[src/design/mmic_map.svh]
// register map, field positions, reset values and timing for the two-wire bus controller
`ifndef MMIC_MAP_SVH
`define MMIC_MAP_SVH

`define MMIC_CTL_ADDR 32'h5400_0000
`define MMIC_STAT_ADDR 32'h5400_0004
`define MMIC_OWN_ADDR 32'h5400_0008
`define MMIC_DATA_ADDR 32'h5400_000c

`define MMIC_CTL_ACK 7
`define MMIC_CTL_CLKSEL 6
`define MMIC_CTL_INTEN 5
`define MMIC_CTL_PEND 4
`define MMIC_CTL_PRESC 3:0
`define MMIC_STAT_MODE 7:6
`define MMIC_STAT_BUSY 5
`define MMIC_STAT_SOUT 4
`define MMIC_STAT_ARB 3
`define MMIC_STAT_ASLV 2
`define MMIC_STAT_GCALL 1
`define MMIC_STAT_LAST 0

`define MMIC_CTL_RESET 8'h00
`define MMIC_STAT_RESET 8'h00
`define MMIC_OWN_RESET 7'h00
`define MMIC_DATA_RESET 8'h00

`define MMIC_DIV_FAST 16
`define MMIC_DIV_SLOW 512

`endif

[src/design/mmic_pkg.sv]
// types shared by the two-wire bus controller
package mmic_pkg;

   // one register port request, all fields sampled on the same edge
   typedef struct packed {
      logic [31:0] addr;
      logic [31:0] wdata;
      logic wr;
      logic rd;
   } mmic_bus_req_t;

   typedef enum logic [3:0] {
      M_IDLE = 4'h1,
      M_START = 4'h2,
      M_RUN = 4'h4,
      M_STOP = 4'h8
   } mmic_mstate_t;

endpackage

[src/design/mmic_regs.sv]
// register block and byte engine of the multi-master two-wire bus controller
`include "mmic_map.svh"
`timescale 1ns/1ps
`default_nettype none

module mmic_regs (
   input wire logic core_clk,
   input wire logic rst,
   input wire mmic_pkg::mmic_bus_req_t busReq,
   output logic [31:0] readData,
   input wire logic sclIn,
   output logic sclOut,
   output logic sclOe,
   input wire logic sdaIn,
   output logic sdaOut,
   output logic sdaOe,
   output logic irq
);

   // ------------------------------------------------------------
   // register state
   // ------------------------------------------------------------
   logic ackEn;
   logic clkSel;
   logic intEn;
   logic pending;
   logic [3:0] presc;
   logic [1:0] mode;
   logic busy;
   logic soutEn;
   logic arbLost;
   logic asSlave;
   logic genCall;
   logic lastBit;
   logic [6:0] ownAddr;
   logic [7:0] shReg;

   // engine state
   mmic_pkg::mmic_mstate_t mState;
   logic [3:0] bitCnt;
   logic [3:0] pcnt;
   logic [8:0] srcCnt;
   logic mSclLow;
   logic sdaLow;
   logic engaged;
   logic addrPhase;
   logic waitData;
   logic stopReq;
   logic stallQ;
   logic sclPrev;
   logic sdaPrev;

   // ------------------------------------------------------------
   // address decode
   // ------------------------------------------------------------
   wire selCtl = busReq.addr == `MMIC_CTL_ADDR;
   wire selStat = busReq.addr == `MMIC_STAT_ADDR;
   wire selOwn = busReq.addr == `MMIC_OWN_ADDR;
   wire selData = busReq.addr == `MMIC_DATA_ADDR;
   wire [7:0] wByte = busReq.wdata[7:0];
   wire wrCtl = busReq.wr & selCtl;
   wire wrStat = busReq.wr & selStat;
   wire wrOwn = busReq.wr & selOwn;
   wire wrData = busReq.wr & selData;
   wire rdData = busReq.rd & selData;

   wire [7:0] ctlVal = {ackEn, clkSel, intEn, pending, presc};
   wire [7:0] statVal = {mode, busy, soutEn, arbLost, asSlave, genCall, lastBit};
   wire [7:0] ownVal = {ownAddr, 1'b0};
   wire [7:0] rdMux = selCtl ? ctlVal :
                      selStat ? statVal :
                      selOwn ? ownVal :
                      selData ? shReg : 8'h00;

   // ------------------------------------------------------------
   // clock division
   // ------------------------------------------------------------
   // srcCnt may sit above a freshly lowered limit, hence the >= compare
   wire [8:0] srcLast = clkSel ? 9'(`MMIC_DIV_SLOW - 1) : 9'(`MMIC_DIV_FAST - 1);
   wire srcTick = srcCnt >= srcLast;
   wire [3:0] half = presc >> 1;
   wire stall = pending | waitData;
   wire mIdle = mState == mmic_pkg::M_IDLE;
   wire mRun = mState == mmic_pkg::M_RUN;
   wire tick = srcTick & ~stall & ~mIdle;
   wire atTop = pcnt == presc;
   wire atHalf = pcnt == half;

   // ------------------------------------------------------------
   // bus events
   // ------------------------------------------------------------
   wire startDet = sclIn & sclPrev & sdaPrev & ~sdaIn;
   wire stopDet = sclIn & sclPrev & ~sdaPrev & sdaIn;
   wire isMaster = ~mIdle;
   wire mFall = tick & atTop & (mRun | mState == mmic_pkg::M_START);
   wire mRise = tick & atHalf & mRun;
   wire sFall = sclPrev & ~sclIn;
   wire sRise = ~sclPrev & sclIn;
   wire fallE = soutEn & engaged & (isMaster ? mFall : sFall);
   wire riseE = soutEn & engaged & (isMaster ? mRise : sRise);

   wire tx = addrPhase ? isMaster : mode[0];
   wire [7:0] newByte = {shReg[6:0], sdaIn};
   wire addrHit = newByte[7:1] == ownAddr;
   wire gcHit = newByte == 8'h00;
   wire slvAck = ~isMaster & (asSlave | genCall) & ackEn;
   wire ackDrive = addrPhase ? slvAck : (~tx & ackEn);
   wire arbFail = isMaster & tx & ~sdaLow & ~sdaIn;
   wire resume = stallQ & ~stall & engaged & soutEn;
   wire startOk = wByte[`MMIC_STAT_BUSY] & wByte[7] & wByte[`MMIC_STAT_SOUT] & ~busy & mIdle;

   // ------------------------------------------------------------
   // pins and interrupt
   // ------------------------------------------------------------
   // open-drain: only ever pull low
   assign sclOut = 1'b0;
   assign sdaOut = 1'b0;
   assign sclOe = mSclLow | (engaged & stall);
   assign sdaOe = sdaLow;
   assign irq = pending & intEn;

   always_ff @(posedge core_clk) begin
      if (rst) begin
         sclPrev <= 1'b1;
         sdaPrev <= 1'b1;
         busy <= 1'b0;
      end else begin
         sclPrev <= sclIn;
         sdaPrev <= sdaIn;
         if (startDet) begin
            busy <= 1'b1;
         end else if (stopDet) begin
            busy <= 1'b0;
         end
      end
   end

   always_ff @(posedge core_clk) begin
      if (rst || srcTick) begin
         srcCnt <= 9'h000;
      end else begin
         srcCnt <= srcCnt + 9'h001;
      end
   end

   // read data stands only in the cycle after the strobe
   always_ff @(posedge core_clk) begin
      if (rst) begin
         readData <= 32'h0000_0000;
      end else begin
         readData <= busReq.rd ? {24'h00_0000, rdMux} : 32'h0000_0000;
      end
   end

   // ------------------------------------------------------------
   // registers, master sequencer and byte engine
   // ------------------------------------------------------------
   // later assignments in this block win, so hardware sets beat software clears
   always_ff @(posedge core_clk) begin
      if (rst) begin
         {ackEn, clkSel, intEn, pending, presc} <= `MMIC_CTL_RESET;
         {mode, soutEn, arbLost, asSlave, genCall, lastBit} <= 7'h00;
         ownAddr <= `MMIC_OWN_RESET;
         shReg <= `MMIC_DATA_RESET;
         mState <= mmic_pkg::M_IDLE;
         bitCnt <= 4'h0;
         pcnt <= 4'h0;
         mSclLow <= 1'b0;
         sdaLow <= 1'b0;
         engaged <= 1'b0;
         addrPhase <= 1'b0;
         waitData <= 1'b0;
         stopReq <= 1'b0;
         stallQ <= 1'b0;
      end else begin
         stallQ <= stall;
         if (wrCtl) begin
            ackEn <= wByte[`MMIC_CTL_ACK];
            clkSel <= wByte[`MMIC_CTL_CLKSEL];
            intEn <= wByte[`MMIC_CTL_INTEN];
            presc <= wByte[`MMIC_CTL_PRESC];
            if (!wByte[`MMIC_CTL_PEND]) begin
               pending <= 1'b0;
            end
         end
         if (wrStat) begin
            mode <= wByte[`MMIC_STAT_MODE];
            soutEn <= wByte[`MMIC_STAT_SOUT];
            if (startOk) begin
               mState <= mmic_pkg::M_START;
               sdaLow <= 1'b1;
               pcnt <= 4'h0;
               bitCnt <= 4'h0;
               addrPhase <= 1'b1;
               engaged <= 1'b1;
               arbLost <= 1'b0;
               waitData <= 1'b0;
            end
            if (!wByte[`MMIC_STAT_BUSY] && !mIdle) begin
               stopReq <= 1'b1;
               waitData <= 1'b0;
            end
         end
         if (wrOwn && !soutEn) begin
            ownAddr <= wByte[7:1];
         end
         if (wrData && soutEn) begin
            shReg <= wByte;
            if (tx) begin
               waitData <= 1'b0;
            end
         end
         if (rdData && !tx) begin
            waitData <= 1'b0;
         end
         if (startDet || stopDet) begin
            asSlave <= 1'b0;
            genCall <= 1'b0;
         end
         if (startDet && mIdle && soutEn) begin
            engaged <= 1'b1;
            addrPhase <= 1'b1;
            bitCnt <= 4'h0;
         end
         if (stopDet && mIdle) begin
            engaged <= 1'b0;
         end

         // master clock: low for half+1 ticks, high for the rest of presc+1
         if (tick) begin
            pcnt <= atTop ? 4'h0 : pcnt + 4'h1;
         end
         case (mState)
            mmic_pkg::M_IDLE: begin
               mSclLow <= 1'b0;
            end
            mmic_pkg::M_START: begin
               if (tick && atTop) begin
                  mState <= mmic_pkg::M_RUN;
                  mSclLow <= 1'b1;
               end
            end
            mmic_pkg::M_RUN: begin
               if (tick && atTop) begin
                  mSclLow <= 1'b1;
               end else if (tick && atHalf) begin
                  mSclLow <= 1'b0;
               end
            end
            mmic_pkg::M_STOP: begin
               if (tick && atHalf) begin
                  mSclLow <= 1'b0;
               end
               if (tick && atTop) begin
                  sdaLow <= 1'b0;
                  mState <= mmic_pkg::M_IDLE;
                  engaged <= 1'b0;
               end
            end
            default: begin
               mState <= mmic_pkg::M_IDLE;
            end
         endcase

         // first bit of the next byte goes out as the hold is released
         if (resume) begin
            sdaLow <= tx & ~shReg[7];
         end
         if (stopReq && mRun && mSclLow && !stall && bitCnt == 4'h0) begin
            sdaLow <= 1'b1;
            mState <= mmic_pkg::M_STOP;
            pcnt <= 4'h0;
            stopReq <= 1'b0;
         end

         if (fallE) begin
            if (bitCnt < 4'h8) begin
               sdaLow <= tx & ~shReg[7];
            end else if (bitCnt == 4'h8) begin
               sdaLow <= ackDrive;
            end else begin
               sdaLow <= 1'b0;
               bitCnt <= 4'h0;
               addrPhase <= 1'b0;
               pending <= 1'b1;
               waitData <= 1'b1;
            end
         end

         if (riseE) begin
            if (bitCnt < 4'h8) begin
               shReg <= newByte;
               bitCnt <= bitCnt + 4'h1;
               if (bitCnt == 4'h7 && addrPhase && !isMaster) begin
                  if (addrHit) begin
                     asSlave <= 1'b1;
                     mode <= {1'b0, newByte[0]};
                  end
                  if (gcHit) begin
                     genCall <= 1'b1;
                  end
                  if (!addrHit && !gcHit) begin
                     engaged <= 1'b0;
                  end
               end
               if (arbFail) begin
                  arbLost <= 1'b1;
                  pending <= 1'b1;
                  mState <= mmic_pkg::M_IDLE;
                  mSclLow <= 1'b0;
                  engaged <= 1'b0;
                  mode <= 2'h0;
                  stopReq <= 1'b0;
               end
            end else if (bitCnt == 4'h8) begin
               lastBit <= sdaIn;
               bitCnt <= 4'h9;
            end
         end
      end
   end

endmodule

`default_nettype wire

[config.mk]
export PLATFORM = sky130hd
export DESIGN_NAME = mmic_regs
export DESIGN_NICKNAME = d
export VERILOG_FILES = /design/src/design/mmic_pkg.sv /design/src/design/mmic_regs.sv
export VERILOG_INCLUDE_DIRS = /design/src /design/src/design
export SDC_FILE = /design/constraint.sdc
export NUM_CORES = 1
export LEC_CHECK = 0
export BUFFER_PORTS_ARGS = -buffer_cell sky130_fd_sc_hd__buf_2
export CORE_ASPECT_RATIO = 1.2
export CORE_MARGIN = 2
export CORE_UTILIZATION = 48
export DETAILED_ROUTE_END_ITERATION = 12
export PLACE_DENSITY_LB_ADDON = 0.05
export SLEW_MARGIN = 5
export SYNTH_ARGS = -nofsm -noshare
export SYNTH_HDL_FRONTEND = slang
export SYNTH_SLANG_ARGS = --single-unit
export TNS_END_PERCENT = 1
[constraint.sdc]
create_clock -name core_clk -period 2.4 [get_ports core_clk]
set_input_delay 0.48 -clock core_clk [delete_from_list [all_inputs] [get_ports core_clk]]
set_output_delay 0.48 -clock core_clk [all_outputs]
set_load 0.005 [all_outputs]
==> metrics.txt <==
worst path arrival time=2720 ps; DRC=0; n_diodes=0; Cell variety after synth=60; largest net degree at the start of global routing=40; Inst Count DP=605; initial antenna violation count=0; TritonCTS clock tree=done; Clock Latency Late Sink=350 ps; most frequent cells in the layout=dfxtp_1 (68), nor2_1 (63), buf_2 (56); slowest cell on the critical path=a2111o_1; DIE AREA=8930 sq um; period utilisation layout=102%; Min-Delay Path Class=input port to flip-flop; failing checks=negative setup slack; first-pass GRT wire length=16500 microns; ys flop type=dfxtp_1; Worst-Margin Slew=524 ps; share of layout cells above drive strength 1=24.8%; multi-input logic area=2380 sq um; CP cell instances=inv_4, ha_1, nand4_1, or3_4, a2111o_1, a211oi_4, buf_4, a21oi_1, nor2_1; register area share after synthesis=35.1%; row cnt=36; XOR/XNOR share of the synthesized area=5.12%; Port Buffer Count=56; Final GP Congestion=0.914; Core Box Area=8020 sq um; post-synthesis adder-cell area fraction=2.86%; nets@finish=602; min cycle time layout=2450 ps; post-DR wirelength/cell=16.2 microns; Hold Buf Count CTS=0; VDD IR-drop max=0.000325 V; worst setup margin=-49.4 ps; synthesis-to-finish area growth=19.5%; CTS clk-pin slew, worst paths=80 ps; Worst Path Max Fanout=7; fin cells=623; Fin Clk Skew=10.7 ps; Yosys Warn Count=0; complex-gate fraction of the synthesized area=12.9%; Post-Route WL=10100 microns; Post-Synth Simple-Gate Area=24.3%; R2R setup slack=-50 ps; fill cell count=716; Register Area=1380 sq um; Post-synth EDFFs=0; vias in the first global route=3318; max_cap viols=0; DP Area=4370 sq um; largest family of logic cells by synthesized area=simple AND/OR/NAND/NOR gates; DR vias/cell=5.60; ys async rst share=0%; Clock Path Buffers=2; IO Pins=107; Layout Utilization=58.6%; final instance area=4700 sq um; DR vias=3489; # setup viols final=5; gr usage total=23.7%; slowest stage delay, CP=580 ps; Num CTS Buffers=9; Mean Syn Cell Area=8.85 sq um; dpl hpwl=7780 microns; worst path required time=2670 ps; Critical Path Source Type=flip-flop; RSZ-0062 raised after global routing=true; Pre-Repair DR Iteration Count=4; Crit Path Class=flip-flop to flip-flop; Cells after Synth=444; Yosys reg bits=69; Initial Utilization=49.0%; pwr/cell area=526 nW/um^2; Die Y=103 microns; most common cell after layout, fill and taps aside=dfxtp_1; endpoint class of the critical path=flip-flop; clock sink count=69; Slew Limit Fails=0; Final Hold Fails=0; H-tree depth=3; Total Power=2.47 mW; mux cell area share after synthesis=11.2%; DR iter-0 viols=97; die width=86.6 microns; Syn Std Cell Area=3930 sq um; total grt overflow=0; Slew HR=64.7%; P_leak=1.95 nW; status=finished, violations left; ANT nets after route=0; Root Buffer Master=clkbuf_8; Achievable Freq=408 MHz
-- timing repair --
| item | CTS | global route |
|---|---|---|
| setup buffers | 1 | 1 |
| endpoints found under the setup margin | 15 | 20 |
| gates resized for setup | 10 | 4 |
| cloned | 0 | 0 |
| pin swaps | 6 | 4 |
-- report_power, final --
part	switching [mW]	internal (mW)	total [mW]
Sequential	0.00938	1.15	1.16
Combinational	0.0772	0.0545	0.132
Clock	0.458	0.723	1.18
-- worst max-delay path: cells and delay by family (launching register included) --
| family | cells | cell delay [ps] |
|---|---|---|
| AO/OA/AOI/OAI | 3 | 920 |
| adder cells (fa/ha/maj) | 1 | 300 |
| buffers and inverters | 2 | 220 |
| flip-flops | 1 | 360 |
| AND/OR/NAND/NOR | 3 | 580 |
-- per-stage QoR --
step / setup TNS (ps) / setup slack [ps] / hold slack [ps]
3_5_place_dp: -1030 / -157 / 458
6_report: -143 / -49.4 / 403
4_1_cts: -27.9 / -25.8 / 392
3_3_place_gp: -536 / -118 / 452
2_1_floorplan: 0 / 51.6 / 430
5_1_grt: -1380 / -205 / 410
-- flip-flops by register name (all words and copies together) (netlist names), 2 cells and up --
name	count
pcnt	4
shReg	8
bitCnt	4
presc	4
mState	4
mode	2
ownAddr	7
srcCnt	9
readData	8
-- metal layers --
metal  routed length (microns)  up-vias  track usage, %
met5                         0        -               0
met4                       231        0            8.29
met3                       435       20            3.92
met2                      4960      108            40.8
met1                      4490     1646            30.1
li1                          -     1715               -
-- path summary, 6_finish.rpt --
kind / from / to / cells past startpoint
setup / recovery: clkSel$_SDFFE_PP0P_ / asSlave$_SDFF_PP0_ / 9
hold / removal: busReq[4] / presc[2]$_SDFFE_PP0P_ / 3
setup reg to reg: clkSel$_SDFFE_PP0P_ / asSlave$_SDFF_PP0_ / 9
hold reg to reg: stopReq$_SDFF_PP0_ / stopReq$_SDFF_PP0_ / 1
-- final cells by class --
type | count | share of cell area, %
Clock buffer | 11 | 3.01
Inverter | 8 | 0.692
Timing Repair Buffer | 87 | 11.5
Multi-Input combinational cell | 348 | 50.6
Clock inverter | 5 | 2.29
Tap cell | 95 | 2.53
Sequential cell | 69 | 29.4
-- cells in the mapped netlist (2+ instances only) --
cell / count / area share [%]
a31oi_1: 6 / 0.95
ha_1: 9 / 2.9
buf_2: 5 / 0.64
or2_2: 2 / 0.32
nand4_1: 12 / 1.9
a21boi_0: 2 / 0.38
inv_1: 8 / 0.76
nand3_1: 14 / 1.8
clkbuf_8: 2 / 0.70
and4_1: 4 / 0.89
a21oi_1: 21 / 2.7
a211oi_1: 12 / 2.3
xor2_1: 10 / 2.2
nand2b_1: 5 / 0.80
nor4_1: 9 / 1.4
a21o_1: 2 / 0.38
buf_4: 27 / 5.2
nand3b_1: 4 / 0.76
clkbuf_1: 6 / 0.57
dfxtp_1: 69 / 35
or3_1: 3 / 0.48
o21ai_0: 8 / 1.0
nand4b_1: 2 / 0.45
buf_1: 3 / 0.29
o2111ai_1: 2 / 0.45
and3_1: 9 / 1.4
nor3_1: 7 / 0.89
o211ai_1: 3 / 0.57
mux2i_1: 27 / 6.9
o21a_1: 5 / 0.95
nand2_1: 22 / 2.1
and2b_2: 2 / 0.45
mux4_2: 7 / 4.0
or4_1: 2 / 0.38
nor2_1: 63 / 6.0
nor2b_1: 14 / 2.2
xnor2_1: 13 / 2.9
-- cell families after synthesis --
logic type      count (synthesis)
flops                          69
xor+xnor                       23
compound gates                 73
mux                            35
buf+inv                        52
simple gates                  182
other cells                     1
fa+ha+maj                       9
(Power assumes the default switching activity.)
